[config.mk]
export PLATFORM = sky130hd
export DESIGN_NAME = lgm_logger
export DESIGN_NICKNAME = d
export VERILOG_FILES = /design/src/design/lgm_pkg.sv /design/src/design/lgm_logger.sv
export SDC_FILE = /design/constraint.sdc
export NUM_CORES = 1
export LEC_CHECK = 0
export BUFFER_PORTS_ARGS = -buffer_cell sky130_fd_sc_hd__buf_2
export CORE_UTILIZATION = 29
export CTS_CLUSTER_DIAMETER = 100
export DETAILED_ROUTE_END_ITERATION = 10
export PLACE_DENSITY = 0.51
export RECOVER_POWER = 25
export SLEW_MARGIN = 20
export SYNTH_ARGS = -nofsm -noshare
export SYNTH_HDL_FRONTEND = slang
export SYNTH_SLANG_ARGS = --single-unit
[constraint.sdc]
create_clock -name mclk -period 5.5 [get_ports mclk]
set_input_delay 0.275 -clock mclk [delete_from_list [all_inputs] [get_ports mclk]]
set_output_delay 0.275 -clock mclk [all_outputs]
set_load 0.02 [all_outputs]
[src/design/lgm_pkg.sv]
// Constants for the logger memory, keypad menu and alarm indication block.
// Assumes a single 125 MHz clock domain; no bus, all control bits are ports.
package lgm_pkg;
    // Record sizes in bytes per channel type
    localparam logic [3:0] REC_BYTES_COUNTER = 4'h4;
    localparam logic [3:0] REC_BYTES_EVENT = 4'h9;
    localparam logic [3:0] REC_BYTES_OTHER = 4'h2;
    // Usable record space for each fitted memory size
    localparam logic [19:0] USABLE_SMALL = 20'h1D4C0; // 120000
    localparam logic [19:0] USABLE_LARGE = 20'h75300; // 480000
    // Scaled values must stay below this limit or compression overflows
    localparam logic [31:0] SCALE_LIMIT = 32'h00007FFF; // 32767
    // Address range and baud choices
    localparam logic [4:0] ADDR_MIN = 5'h01;
    localparam logic [4:0] ADDR_MAX = 5'h1F;
    localparam logic [4:0] ADDR_RESET = 5'h01;
    localparam logic [2:0] BAUD_LAST = 3'h4;
    localparam logic [2:0] BAUD_RESET = 3'h1; // 9600
    // Analog converter extremes and counter limit
    localparam logic [15:0] ADC_LOW = 16'h0000;
    localparam logic [15:0] ADC_HIGH = 16'hFFFF;
    localparam logic [31:0] COUNT_MAX = 32'h007FFFFF;
    // Short beep length
    localparam int BEEP_NS = 50000000; // 50 ms
    localparam int CLK_NS = 8;
    localparam int BEEP_CYCLES = BEEP_NS / CLK_NS;
    // Error codes shown on the display
    localparam logic [3:0] ERR_NONE = 4'h0;
    localparam logic [3:0] ERR_01 = 4'h1;
    localparam logic [3:0] ERR_02 = 4'h2;
    localparam logic [3:0] ERR_03 = 4'h3;
    localparam logic [3:0] ERR_04 = 4'h4;
    localparam logic [3:0] ERR_05 = 4'h5;
    localparam logic [3:0] ERR_06 = 4'h6;
    localparam logic [3:0] ERR_D = 4'hD;
    // Channel kinds
    typedef enum logic [1:0] {
        LGM_CH_ANALOG = 2'h0,
        LGM_CH_COUNTER = 2'h1,
        LGM_CH_BINARY = 2'h2,
        LGM_CH_SERIAL = 2'h3
    } lgm_chan_t;
    // Serial transducer reply classes
    typedef enum logic [2:0] {
        LGM_RX_OK = 3'h0,
        LGM_RX_LOW = 3'h1,
        LGM_RX_HIGH = 3'h2,
        LGM_RX_TIMEOUT = 3'h3,
        LGM_RX_CRC = 3'h4,
        LGM_RX_BAD = 3'h5
    } lgm_rx_t;
    // Display modes, Gray coded along the usual path except menu to baud edit (two bits)
    typedef enum logic [2:0] {
        LGM_SELFTEST = 3'b000,
        LGM_BASIC = 3'b001,
        LGM_MENU = 3'b011,
        LGM_EDIT_ADDR = 3'b010,
        LGM_EDIT_BAUD = 3'b110
    } lgm_disp_t;
    // Menu items
    localparam logic [3:0] ITEM_NAME = 4'h0;
    localparam logic [3:0] ITEM_ADDR = 4'h1;
    localparam logic [3:0] ITEM_BAUD = 4'h4;
    localparam logic [3:0] ITEM_LAST = 4'h8;
endpackage

[src/design/lgm_logger.sv]
// Logger memory fill, menu keys, error codes and alarm indication.
// Assumes keys are one-cycle pulses synchronous to mclk, and that the
// measurement engine offers one record per store request.
// Notes on behaviour
// - Counter sample takes 4 bytes, binary event 9, others 2.
// - Usable space 120000 bytes for 128 kB, 480000 for 512 kB.
// - Noncyclic mode stops writing when full; measuring carries on.
// - Cyclic mode keeps writing over the oldest records when full.
// - Memory-full is flagged in both logging modes.
// - Digit setting accepted only if scaled maximum stays below 32767.
// - One occupancy LED lit: red full, yellow over 75, green below.
// - Menu key enters menu, arrows step items, menu key leaves.
// - Address item: enter, arrows pick 1 to 31, enter commits.
// - Address and baud edits allowed only while CTS is asserted.
// - Baud chosen among five rates by arrows, committed by enter.
// - Analog converter result zero shows error 01.
// - Analog converter result 65535 shows error 02.
// - Counter shows raw count when constant is one and count is up to the counter limit, else scaled.
// - Counter errors: 01 link failure, 02 module error, D undisplayable.
// - Serial transducer errors 01 to 05 by reply class, 06 on range error.
// - Logging-moment option beeps briefly on every store.
// - Memory-full option sounds beeper continuously when full.
// - Alarm sounds beeper and drives alarm output when enabled.
// - Enter mutes alarm indication only on the basic display.
// - A new alarm activation cancels the mute.
// - Power-up self test shows failing rail until enter pressed.
// - Stores only at interval-aligned wall-clock ticks.
`timescale 1ns/10ps
`default_nettype none
module lgm_logger
    import lgm_pkg::*;
(
    input wire logic mclk,
    input wire logic sys_rst,
    // Store request from the measurement engine, per channel record
    input wire logic rec_valid,
    input wire lgm_chan_t rec_kind,
    input wire logic interval_tick,
    input wire logic cyclic_mode,
    input wire logic mem_large,
    // Scaled maximum check
    input wire logic digit_req,
    input wire logic [31:0] digit_max,
    // Keys
    input wire logic key_menu,
    input wire logic key_up,
    input wire logic key_down,
    input wire logic key_enter,
    input wire logic cts_in,
    // Channel value to show
    input wire lgm_chan_t show_kind,
    input wire logic [15:0] adc_value,
    input wire logic [31:0] count_value,
    input wire logic count_k_one,
    input wire logic count_fit,
    input wire logic count_link_err,
    input wire logic count_mod_err,
    input wire lgm_rx_t serial_status,
    input wire logic serial_range_err,
    // Self test flags sampled by the power-up check
    input wire logic fail_supply,
    input wire logic fail_negative,
    input wire logic fail_battery,
    // Indication options and alarm source
    input wire logic opt_log_beep,
    input wire logic opt_full_beep,
    input wire logic opt_int_alarm,
    input wire logic opt_ext_alarm,
    input wire logic alarm_active,
    // Outputs
    output logic rec_write,
    output logic [18:0] rec_addr,
    output logic [19:0] mem_used,
    output logic mem_full,
    output logic digit_ok,
    output logic led_red,
    output logic led_yellow,
    output logic led_green,
    output lgm_disp_t disp_mode,
    output logic [3:0] menu_item,
    output logic [4:0] net_addr,
    output logic [2:0] baud_sel,
    output logic [4:0] edit_value,
    output logic [3:0] err_code,
    output logic show_raw,
    output logic [2:0] selftest_msg,
    output logic beeper,
    output logic alarm_out
);
    typedef struct packed {
        logic store_armed;
        logic st_done;
        logic rec_write;
        logic [18:0] rec_addr;
        logic [19:0] mem_used;
        logic mem_full;
        logic digit_ok;
        logic led_red;
        logic led_yellow;
        logic led_green;
        lgm_disp_t disp_mode;
        logic [3:0] menu_item;
        logic [4:0] net_addr;
        logic [2:0] baud_sel;
        logic [4:0] edit_value;
        logic [3:0] err_code;
        logic show_raw;
        logic [2:0] selftest_msg;
        logic muted;
        logic alarm_q;
        logic [23:0] beep_cnt;
        logic beeper;
        logic alarm_out;
    } lgm_state_t;

    lgm_state_t s_r;
    lgm_state_t s_nxt;

    // Bytes taken by one record of a given channel kind
    function automatic logic [3:0] rec_size(input lgm_chan_t k);
        unique case (k)
            LGM_CH_COUNTER: rec_size = REC_BYTES_COUNTER;
            LGM_CH_BINARY: rec_size = REC_BYTES_EVENT;
            LGM_CH_ANALOG,
            LGM_CH_SERIAL: rec_size = REC_BYTES_OTHER;
        endcase
    endfunction

    logic [19:0] usable;
    logic [19:0] used_sum;
    logic over_3q;
    logic [21:0] usable_x3;
    logic store_now;

    // Capacity and fill arithmetic
    always_comb begin
        usable = mem_large ? USABLE_LARGE : USABLE_SMALL;
        used_sum = s_r.mem_used + {16'h0000, rec_size(rec_kind)};
        usable_x3 = {2'b00, usable} + {1'b0, usable, 1'b0};
        // only inside an aligned store window
        store_now = rec_valid && s_r.store_armed;
    end

    always_comb begin
        s_nxt = s_r;
        s_nxt.rec_write = 1'b0;

        // aligned tick arms a store burst
        if (interval_tick) begin
            s_nxt.store_armed = 1'b1;
        end else if (!rec_valid) begin
            s_nxt.store_armed = 1'b0;
        end

        if (store_now) begin
            if (!s_r.mem_full) begin
                s_nxt.rec_write = 1'b1;
                s_nxt.rec_addr = s_r.rec_addr + 19'h00001;
                if (used_sum >= usable) begin
                    s_nxt.mem_used = usable;
                    s_nxt.mem_full = 1'b1;
                end else begin
                    s_nxt.mem_used = used_sum;
                end
            end else if (cyclic_mode) begin
                s_nxt.rec_write = 1'b1;
                s_nxt.rec_addr = s_r.rec_addr + 19'h00001;
            end
            // noncyclic and full: no write at all
        end

        // one LED, judged on the new count so it never lags
        over_3q = {s_nxt.mem_used, 2'b00} > usable_x3;
        s_nxt.led_red = s_nxt.mem_full;
        s_nxt.led_yellow = !s_nxt.mem_full && over_3q;
        s_nxt.led_green = !s_nxt.mem_full && !over_3q;

        if (digit_req) begin
            s_nxt.digit_ok = digit_max < SCALE_LIMIT;
        end

        // Menu and edit sequencing
        unique case (s_r.disp_mode)
            LGM_SELFTEST: begin
                // rails caught once, message held until enter
                if (!s_r.st_done) begin
                    s_nxt.st_done = 1'b1;
                    s_nxt.selftest_msg = {fail_battery, fail_negative,
                        fail_supply};
                end else if (s_r.selftest_msg == 3'h0 || key_enter) begin
                    s_nxt.selftest_msg = 3'h0;
                    s_nxt.disp_mode = LGM_BASIC;
                end
            end
            LGM_BASIC: begin
                if (key_menu) begin
                    s_nxt.disp_mode = LGM_MENU;
                    s_nxt.menu_item = ITEM_NAME;
                end
            end
            LGM_MENU: begin
                if (key_menu) begin
                    s_nxt.disp_mode = LGM_BASIC;
                end else if (key_up && s_r.menu_item != ITEM_LAST) begin
                    s_nxt.menu_item = s_r.menu_item + 4'h1;
                end else if (key_down && s_r.menu_item != ITEM_NAME) begin
                    s_nxt.menu_item = s_r.menu_item - 4'h1;
                end else if (key_enter && cts_in) begin
                    if (s_r.menu_item == ITEM_ADDR) begin
                        s_nxt.disp_mode = LGM_EDIT_ADDR;
                        s_nxt.edit_value = s_r.net_addr;
                    end else if (s_r.menu_item == ITEM_BAUD) begin
                        s_nxt.disp_mode = LGM_EDIT_BAUD;
                        s_nxt.edit_value = {2'b00, s_r.baud_sel};
                    end
                end
            end
            LGM_EDIT_ADDR: begin
                // pick 1 to 31, enter commits
                if (!cts_in || key_menu) begin
                    s_nxt.disp_mode = LGM_MENU;
                end else if (key_enter) begin
                    s_nxt.net_addr = s_r.edit_value;
                    s_nxt.disp_mode = LGM_MENU;
                end else if (key_up && s_r.edit_value != ADDR_MAX) begin
                    s_nxt.edit_value = s_r.edit_value + 5'h01;
                end else if (key_down && s_r.edit_value != ADDR_MIN) begin
                    s_nxt.edit_value = s_r.edit_value - 5'h01;
                end
            end
            LGM_EDIT_BAUD: begin
                if (!cts_in || key_menu) begin
                    s_nxt.disp_mode = LGM_MENU;
                end else if (key_enter) begin
                    s_nxt.baud_sel = s_r.edit_value[2:0];
                    s_nxt.disp_mode = LGM_MENU;
                end else if (key_up && s_r.edit_value[2:0] != BAUD_LAST) begin
                    s_nxt.edit_value = s_r.edit_value + 5'h01;
                end else if (key_down && s_r.edit_value != 5'h00) begin
                    s_nxt.edit_value = s_r.edit_value - 5'h01;
                end
            end
            default: s_nxt.disp_mode = LGM_BASIC;
        endcase

        // Error code for the channel on show
        s_nxt.err_code = ERR_NONE;
        s_nxt.show_raw = 1'b0;
        unique case (show_kind)
            LGM_CH_ANALOG: begin
                if (adc_value == ADC_LOW) begin
                    s_nxt.err_code = ERR_01;
                end else if (adc_value == ADC_HIGH) begin
                    // full scale reads as above range
                    s_nxt.err_code = ERR_02;
                end
            end
            LGM_CH_COUNTER: begin
                if (count_link_err) begin
                    s_nxt.err_code = ERR_01;
                end else if (count_mod_err) begin
                    s_nxt.err_code = ERR_02;
                end else if (count_k_one) begin
                    // raw count shown only up to the counter limit
                    s_nxt.show_raw = count_value <= COUNT_MAX;
                end else if (!count_fit) begin
                    s_nxt.err_code = ERR_D;
                end
            end
            LGM_CH_SERIAL: begin
                unique case (serial_status)
                    LGM_RX_LOW: s_nxt.err_code = ERR_01;
                    LGM_RX_HIGH: s_nxt.err_code = ERR_02;
                    LGM_RX_TIMEOUT: s_nxt.err_code = ERR_03;
                    LGM_RX_CRC: s_nxt.err_code = ERR_04;
                    LGM_RX_BAD: s_nxt.err_code = ERR_05;
                    default: begin
                        if (serial_range_err) begin
                            s_nxt.err_code = ERR_06;
                        end
                    end
                endcase
            end
            LGM_CH_BINARY: s_nxt.err_code = ERR_NONE;
        endcase

        // mute only from the basic display
        s_nxt.alarm_q = alarm_active;
        if (key_enter && s_r.disp_mode == LGM_BASIC) begin
            s_nxt.muted = 1'b1;
        end
        if (alarm_active && !s_r.alarm_q) begin
            s_nxt.muted = 1'b0;
        end

        if (opt_log_beep && s_r.rec_write) begin
            s_nxt.beep_cnt = 24'(BEEP_CYCLES);
        end else if (s_r.beep_cnt != 24'h000000) begin
            s_nxt.beep_cnt = s_r.beep_cnt - 24'h000001;
        end

        // beeper sources, full flag feeds both modes
        s_nxt.beeper = (s_nxt.beep_cnt != 24'h000000)
            || (opt_full_beep && s_nxt.mem_full)
            || (opt_int_alarm && alarm_active && !s_nxt.muted);
        s_nxt.alarm_out = opt_ext_alarm && alarm_active && !s_nxt.muted;
    end

    // State register; reset loads the power-up values
    always_ff @(posedge mclk) begin
        if (sys_rst) begin
            s_r <= '0;
            s_r.selftest_msg <= 3'h7;
            s_r.net_addr <= ADDR_RESET;
            s_r.baud_sel <= BAUD_RESET;
            s_r.led_green <= 1'b1;
        end else begin
            s_r <= s_nxt;
        end
    end

    // Outputs straight from the state register
    assign rec_write = s_r.rec_write;
    assign rec_addr = s_r.rec_addr;
    assign mem_used = s_r.mem_used;
    assign mem_full = s_r.mem_full;
    assign digit_ok = s_r.digit_ok;
    assign led_red = s_r.led_red;
    assign led_yellow = s_r.led_yellow;
    assign led_green = s_r.led_green;
    assign disp_mode = s_r.disp_mode;
    assign menu_item = s_r.menu_item;
    assign net_addr = s_r.net_addr;
    assign baud_sel = s_r.baud_sel;
    assign edit_value = s_r.edit_value;
    assign err_code = s_r.err_code;
    assign show_raw = s_r.show_raw;
    assign selftest_msg = s_r.selftest_msg;
    assign beeper = s_r.beeper;
    assign alarm_out = s_r.alarm_out;
endmodule
`default_nettype wire

-- Word-level counts from Yosys, hierarchy flattened
Index checks and enable logic that the tools add are counted.
- reductions and logical operators: 49
- order comparisons: 4
- add/sub/neg operators: 8
- equal/unequal tests: 45
- mux-type cells: 56
- bitwise operators: 4
- operators by type and width (cell ; count):
    $mux 5 ; 14
    $mux 20 ; 3
    $mux 24 ; 2
    $reduce_bool 24->1 ; 2
    $mux 21 ; 2
    $mux 3 ; 13
    $le 32x23->1 const B ; 1
    $lt 32x15->1 const B ; 1
    $mux 4 ; 7
    $ne 2x2->1 const B ; 12
    $ne 3x3->1 const B ; 8
    $sub 24x1->24 const B ; 1
    $gt 22x21->1 ; 1
    $add 19x20->21 ; 1
    $add 20x4->20 ; 1
    $ge 20x19->1 ; 1
    $add 19x1->19 const B ; 1
    $mux 19 ; 1
    $logic_and 1x1->1 ; 18
    $eq 16x16->1 const B ; 1
    $logic_not 16->1 ; 1
    $pmux 4 s4 ; 1
    $pmux 3 s5 ; 1
    $pmux 5 s3 ; 1
    38 further kinds ; 71
- output and inout port bits: 75
- bits in registers: 102

-- Longest topological paths before layout
Gate-level depths: netlist (run 1).
- depth after elaboration: 11
- depth in mapped cells: 27
- depth with buffers taken out: 25

-- Worst setup path before layout (run 1)
No wires, ideal clock.
- kind: input to register
- start point: input port rec_kind[0]
- end point: register led_green (netlist name)
- path buffers: 2
- arrival: 5264 ps
- setup time: 95 ps
- stages on the path: 24
- path slack: 141 ps
- cell sequence: inv_1 ha_1 ha_1 and4_1 o211a_1 or2_1 nand4b_1 xnor2_1 ha_1 a21o_1 a211o_1 a211o_1 a221o_1 buf_4 or2_2 clkbuf_1 o31ai_1 ha_1 nand3_1 mux2i_1 a41oi_1 or3_1 or4_1 o311ai_1
- RTL lines (what ; line ; source):
    start, declared ; lgm_logger.sv:37 ; input wire lgm_chan_t rec_kind,

==> out/qor.yml, run 1 <==
floorplanning:
  rows: 55
  die_w_um: 156
  io_pins: 187
  coreArea_um2: 22900
  dieArea_um2: 24200
  die_h_um: 156
  initial_core_util_pct: 29.9
clocking:
  cts_tree: "done"
  clk_path_buf_depth: 2
  post_cts_buffers: 0
  clk_pin_slew_ns: 0.07
  clk_latency_ns: 0.36
  cts_made_buffers: 9
  cts.sinks: 102
  cts_root_buf: "clkbuf_16"
  cts_hold_buf: 0
  htree_levels: 3
  ctsResizeCount: 0
min_path:
  hold_start: "count_fit"
  hold_class: "in2reg"
detailed_routing:
  num_vias: 6352
  dr.pass1.iters: 6
  dr.first_iter.drc_count: 473
  antenna_left: 0
  drt-total-wl_um: 18700
  via_per_inst: 4.96
  wire_per_inst_um: 14.6
  drc_errors: 0
timing:
  layout_setup_ws_ns: 0.281
  fmax_ghz: 0.192
  max_slew.worst_pin.slew_ns: 3.61
  max-slew-margin-rel_pct: -140
  timing.final.hold_violations: 0
  finClkSkew_ns: 0.0109
  rsz0062_at_grt: "false"
  finalSetupTns_ns: 0
  period_needed_ns: 5.22
  setup_viol: 0
  finalCritPeriodShare_pct: 94.9
  drv_slew: 75
setup_path:
  critPathLaunch: "mem_used[2]"
  worstSetupPathType: "reg2reg"
  cp.required_ns: 5.76
  critPathMaxFanout: 7
  worst_setup_path_end_kind: "register"
  critPathLaunchType: "register"
  cp.arrival_ns: 5.48
  reg2reg_from: "mem_used[2]"
placed_design:
  io_buffer_count: 163
  pre_cts_ws_ns: 0.0378
  dp_hpwl_um: 13800
  routabilityCongestion: 0.828
power_and_ir_drop:
  sw_frac_of_total_pct: 35.6
  p_int_w: 0.00164
  p_sw_w: 0.000906
  clkPwrFrac_pct: 28.5
  p_leak_nw: 3.21
  pwr-share-comb_pct: 34.2
  seq_power_share_pct: 37.3
  power_density_nw_per_um2: 323
  ir_drop_uv: 150
global_routing:
  grt_pass1_vias: 5907
  grt_pass1_wl_um: 30000
  grt_usage_pct: 15.4
  grt_antenna_before_repair: 0
  overflow: 0
  grt_max_degree: 75
yosys:
  yosys.area_share.simple_pct: 26.7
  synth_fa_ha_area_share_pct: 6.13
  synth_edf_count: 0
  synthMuxAreaShare_pct: 2.70
  ys.warnings.count: 0
  synthFlopType: "dfxtp_1"
  ys_seq_elements: 102
  yosys.area_share.xor_xnor_pct: 7.16
  synth.distinct_cells: 71
  avgSynthCellArea_um2: 7.87
  synth.yosys.seq_area_share_pct: 29.8
  synth_top_family_by_area: "simple AND/OR/NAND/NOR gates"
  postSynth.asyncResetShare_pct: 0
  synth_nets: 1016
  netlist_area_um2: 6850
  synth_compound_area_share_pct: 16.3
  syn-instance-count: 871
cells_and_area:
  seq_area_um2: 2040
  drive_gt1_share_pct: 19.4
  multiInputGateArea_um2: 4050
  diodes: 0
  area_growth_syn_to_layout_pct: 14.9
  fin_nets: 1108
  num-fill-cells: 2504
job:
  max-cap-violations: 1
outcome:
  status: "complete, but fails checks"
  violations: "capacitance limit, slew limit"
## area by class of cell
class / instances / share of cell area (%)
clock buffers: 12 / 3.26
inverters: 25 / 1.19
multi-input cells: 635 / 51.4
well taps: 313 / 4.97
repair buffers: 190 / 12.3
clock inverters: 4 / 0.985
flip-flops and latches: 102 / 25.9
## registers in the layout, summed over array words and instances (netlist names), 3 cells and up
name	cells
s_r	28
mem_used	20
rec_addr	19
edit_value	5
net_addr	5
err_code	4
menu_item	4
baud_sel	3
disp_mode	3
selftest_msg	3
## cells in the mapped netlist (5+ instances only)
master    count  area share (%)
clkbuf_1     35             1.9
xor2_1       25             3.2
or4_1         8            0.88
and2_1       10            0.91
o21ai_0      39             2.8
or3_1        17             1.6
buf_4        69             7.6
and4_1        7            0.89
nand2_1      65             3.6
nand2b_1      5            0.46
nor3b_1       6            0.66
ha_1         32             5.8
inv_1        25             1.4
a211oi_1      5            0.55
and3_1        9            0.82
dfxtp_1     102              30
nor4_1       17             1.6
nand3_1      34             2.5
nor2b_1       6            0.55
a21o_1        7            0.77
xnor2_1      31             4.0
nor2_1      101             5.5
mux2i_1      14             2.0
a31oi_1       7            0.64
nor3_1       30             2.2
o31ai_1       5            0.55
a21oi_1      59             4.3
nand4_1      18             1.6
## cell families (layout without fill, tap and decap cells)
family          Yosys count  after routing
mux                      18             18
fa+ha+maj                33             33
compound gates          172            172
buf+inv                 134            231
simple gates            356            356
xor+xnor                 56             56
flops                   102            102
## routing by layer
layer	vias to the layer above	wire [um]	GRT usage (%)
met1	2913	8950	19.9
met4	0	317	4.39
met2	184	8340	25.5
met5	-	0	0
met3	24	1070	3.69
li1	3231	-	-
## through the flow
step	utilization, %	power, W	cell area, um2	cells	hold slack (ns)
final	34.4	0.00255	7880	1281	0.123
after global routing	34.4	0.00274	7880	1281	0.126
after CTS	34.6	0.00258	7930	1281	0.106
after detailed placement	33.1	0.00184	7590	1265	0.466
after global placement	33.1	0.00183	7590	1265	0.456
after floorplan	-	0.00164	6850	871	0.355
## cells in the final DEF, fill, tap and decap left out, types with 18 or more instances in the layout
cell	n
a21oi_1	59
buf_2	126
buf_4	26
clkbuf_1	39
dfxtp_1	102
ha_1	32
inv_1	25
nand2_1	65
nand3_1	34
nand4_1	18
nor2_1	101
nor3_1	30
o21ai_0	39
xnor2_1	31
xor2_1	25
## critical path: stages (launching register included)
cell and delay, ns:
dfxtp_1 0.33, ha_1 0.40, and4_1 0.27, o211a_1 0.23, or2_1 0.26, nand3_1 0.12
xnor2_1 0.16, ha_1 0.29, a21oi_1 0.14, nor2_1 0.06, a211o_1 0.26, a211o_1 0.28
a221o_1 0.31, or2_2 0.29, o31ai_1 0.27, ha_1 0.21, nand3_1 0.07, mux2i_1 0.15
a41oi_1 0.06, or3_1 0.38, or4_1 0.51, o311ai_1 0.09
## power by group through the flow
stage / sequential (W) / combinational (W) / clock (W)
final: 0.000951 / 0.000871 / 0.000725
after global routing: 0.000969 / 0.000987 / 0.000783
after CTS: 0.000949 / 0.000875 / 0.000755
after detailed placement: 0.000966 / 0.000870 / 0
after global placement: 0.000963 / 0.000869 / 0
after floorplan: 0.000921 / 0.000716 / 0
## final timing paths
kind / endpoint / slack, ns / cells past startpoint
worst max-delay path: led_green / 0.28 / 21
worst min register to register: digit_ok / 0.47 / 2
worst max register to register: led_green / 0.28 / 21
worst min-delay path: err_code[3] / 0.12 / 2
No activity file was read; power rests on OpenSTA's default activity.
==> run 2: changes to the inputs <==
--- a/config.mk
+++ b/config.mk
@@ -5,6 +5,7 @@
 export SDC_FILE = /design/constraint.sdc
 export NUM_CORES = 1
 export LEC_CHECK = 0
+export ABC_AREA = 1
 export BUFFER_PORTS_ARGS = -buffer_cell sky130_fd_sc_hd__buf_2
 export CORE_UTILIZATION = 29
 export CTS_CLUSTER_DIAMETER = 100
==> out/qor.yml, run 2 <==
outcome:
  status: "complete, but fails checks"
  violations: "capacitance limit, slew limit"
timing:
  max_slew.worst_pin.slew_ns: 3.20
  max-slew-margin-rel_pct: -114
  period_needed_ns: 4.61
  finalSetupTns_ns: 0
  setup_viol: 0
  fmax_ghz: 0.217
  finClkSkew_ns: 0.00985
  finalCritPeriodShare_pct: 83.7
  rsz0062_at_grt: "false"
  timing.final.hold_violations: 0
  drv_slew: 62
cells_and_area:
  layout_common_cells: "198 x nand2_1, 149 x inv_1, 146 x nor2_1"
  multiInputGateArea_um2: 3920
  diodes: 0
  num-fill-cells: 2726
  utilization_pct: 33.1
  area_growth_syn_to_layout_pct: 12.6
  layout_commonest_cell: "nand2_1"
  largest_reg_flops: 28
  largest_register: "s_r"
  drive_gt1_share_pct: 15.6
  fin_nets: 1325
  seq_area_um2: 2040
yosys:
  synth_common_cells: "198 x nand2_1, 149 x inv_1, 146 x nor2_1"
  syn-instance-count: 1085
  synth_edf_count: 0
  synth_compound_area_share_pct: 13.0
  ys_seq_elements: 102
  synthFlopType: "dfxtp_1"
  netlist_area_um2: 7140
  postSynth.asyncResetShare_pct: 0
  yosys.area_share.simple_pct: 33.5
  synth.yosys.seq_area_share_pct: 28.6
  yosys.area_share.xor_xnor_pct: 2.58
  synthMuxAreaShare_pct: 0
  yosysTopAreaCellShare_pct: 28.6
  ys.warnings.count: 0
  yosysMostFrequentCell: "nand2_1"
  synth_nets: 1230
  avgSynthCellArea_um2: 6.58
  synth_fa_ha_area_share_pct: 5.89
  synth_area_leaders: "dfxtp_1 29%, nand2_1 10%, inv_1 7.8%"
  synth.distinct_cells: 49
  synth_top_family_by_area: "simple AND/OR/NAND/NOR gates"
  yosys.area.top_type: "dfxtp_1"
setup_path:
  endpoint: "led_yellow"
  cp.required_ns: 5.75
  critPathLaunch: "mem_used[2]"
  cpPeakStageDelay_ns: 0.35
  worstRegToRegCells: 28
  rrSetupSlack_ns: 0.89
  slowest_stage: "ha_1"
  path_common_cell: "nand2_1"
  cp.arrival_ns: 4.86
  worstSetupPathType: "reg2reg"
  reg2reg_from: "mem_used[2]"
  critPathLaunchType: "register"
  r2r_end: "led_yellow"
  worst_setup_path_end_kind: "register"
  critPathMaxFanout: 11
placed_design:
  io_buffer_count: 163
  dp_hpwl_um: 15600
  routabilityCongestion: 0.856
clocking:
  clk_latency_ns: 0.36
  cts_made_buffers: 9
  clk_path_buf_depth: 2
  post_cts_buffers: 0
  cts_root_buf: "clkbuf_16"
  cts_tree: "done"
  cts_hold_buf: 0
  htree_levels: 3
  cts.sinks: 102
  clk_pin_slew_ns: 0.08
  ctsResizeCount: 0
floorplanning:
  dieArea_um2: 25200
  initial_core_util_pct: 29.4
  die_w_um: 159
  coreArea_um2: 24200
  die_h_um: 159
  io_pins: 187
  rows: 57
detailed_routing:
  wire_per_inst_um: 13.1
  via_per_inst: 4.62
  dr.pass1.iters: 4
  dr.first_iter.drc_count: 324
  num_vias: 6963
  antenna_left: 0
  drc_errors: 0
  drt-total-wl_um: 19700
power_and_ir_drop:
  power_density_nw_per_um2: 399
  p_leak_nw: 3.90
  ir_drop_uv: 163
global_routing:
  grt_pass1_vias: 6663
  grt_usage_pct: 16.0
  grt_max_degree: 62
  grt_pass1_wl_um: 33000
  grt_antenna_before_repair: 0
  overflow: 0
min_path:
  hold_class: "in2reg"
job:
  max-cap-violations: 1
==> run 2: worst max-delay path: cells and delay by family (launching register included) <==
| kind | cells | cell delay (ns) |
|---|---|---|
| AND/OR/NAND/NOR | 19 | 2.57 |
| adder cells (fa/ha/maj) | 3 | 0.93 |
| AO/OA/AOI/OAI | 3 | 0.35 |
| flip-flops | 1 | 0.33 |
| XOR/XNOR | 1 | 0.20 |
| buffers and inverters | 2 | 0.12 |
==> run 2: cell families (layout without fill, tap and decap cells) <==
family | count (synthesis) | count (layout)
flip-flops | 102 | 102
AND/OR/NAND/NOR | 527 | 527
XOR/XNOR | 21 | 21
adder cells (fa/ha/maj) | 33 | 33
buffers and inverters | 241 | 340
AO/OA/AOI/OAI | 161 | 161
==> run 2: worst min path at each step <==
stage                             start               to  slack [ns]  depth (start not counted)
final                     interval_tick         s_r[102]        0.14                          3
after floorplan           interval_tick         s_r[102]        0.40                          2
after global routing      fail_negative  selftest_msg[1]        0.14                          3
after CTS                 interval_tick         s_r[102]        0.12                          3
after detailed placement       s_r[101]         s_r[101]        0.46                          2
after global placement         s_r[101]         s_r[101]        0.46                          2
==> run 2: layer usage <==
layer,routed length [um],vias up,GRT usage [%]
met2,8700,199,26.1
met5,0,-,0
li1,-,3697,-
met1,9670,3053,21.1
met4,253,0,5.42
met3,1090,14,2.95
==> run 2: metrics by stage <==
step           power, W  setup WS (ns)  hold WS, ns  cell area, um2  std cells
4_1_cts         0.00324          0.981        0.117            8090       1508
3_3_place_gp    0.00260          0.707        0.463            7810       1493
2_1_floorplan   0.00222           1.56        0.396            7140       1085
3_5_place_dp    0.00259          0.663        0.462            7810       1493
5_1_grt         0.00352          0.430        0.142            8040       1508
6_report        0.00321          0.894        0.138            8040       1508
==> run 2: layout make-up <==
class	count	area share, %
well taps	324	5.04
multi-input cells	742	48.8
clock buffers	10	2.97
clock inverters	5	0.514
inverters	158	7.38
repair buffers	167	9.87
flip-flops and latches	102	25.4
==> run 2: where the power goes <==
group	leakage [nW]	switching [W]	total [W]	internal, W
sequential	0.830	0.000139	0.00102	0.000878
clock	0.132	0.000306	0.000627	0.000321
combinational	2.94	0.00103	0.00156	0.000530
total	3.90	0.00148	0.00321	0.00173
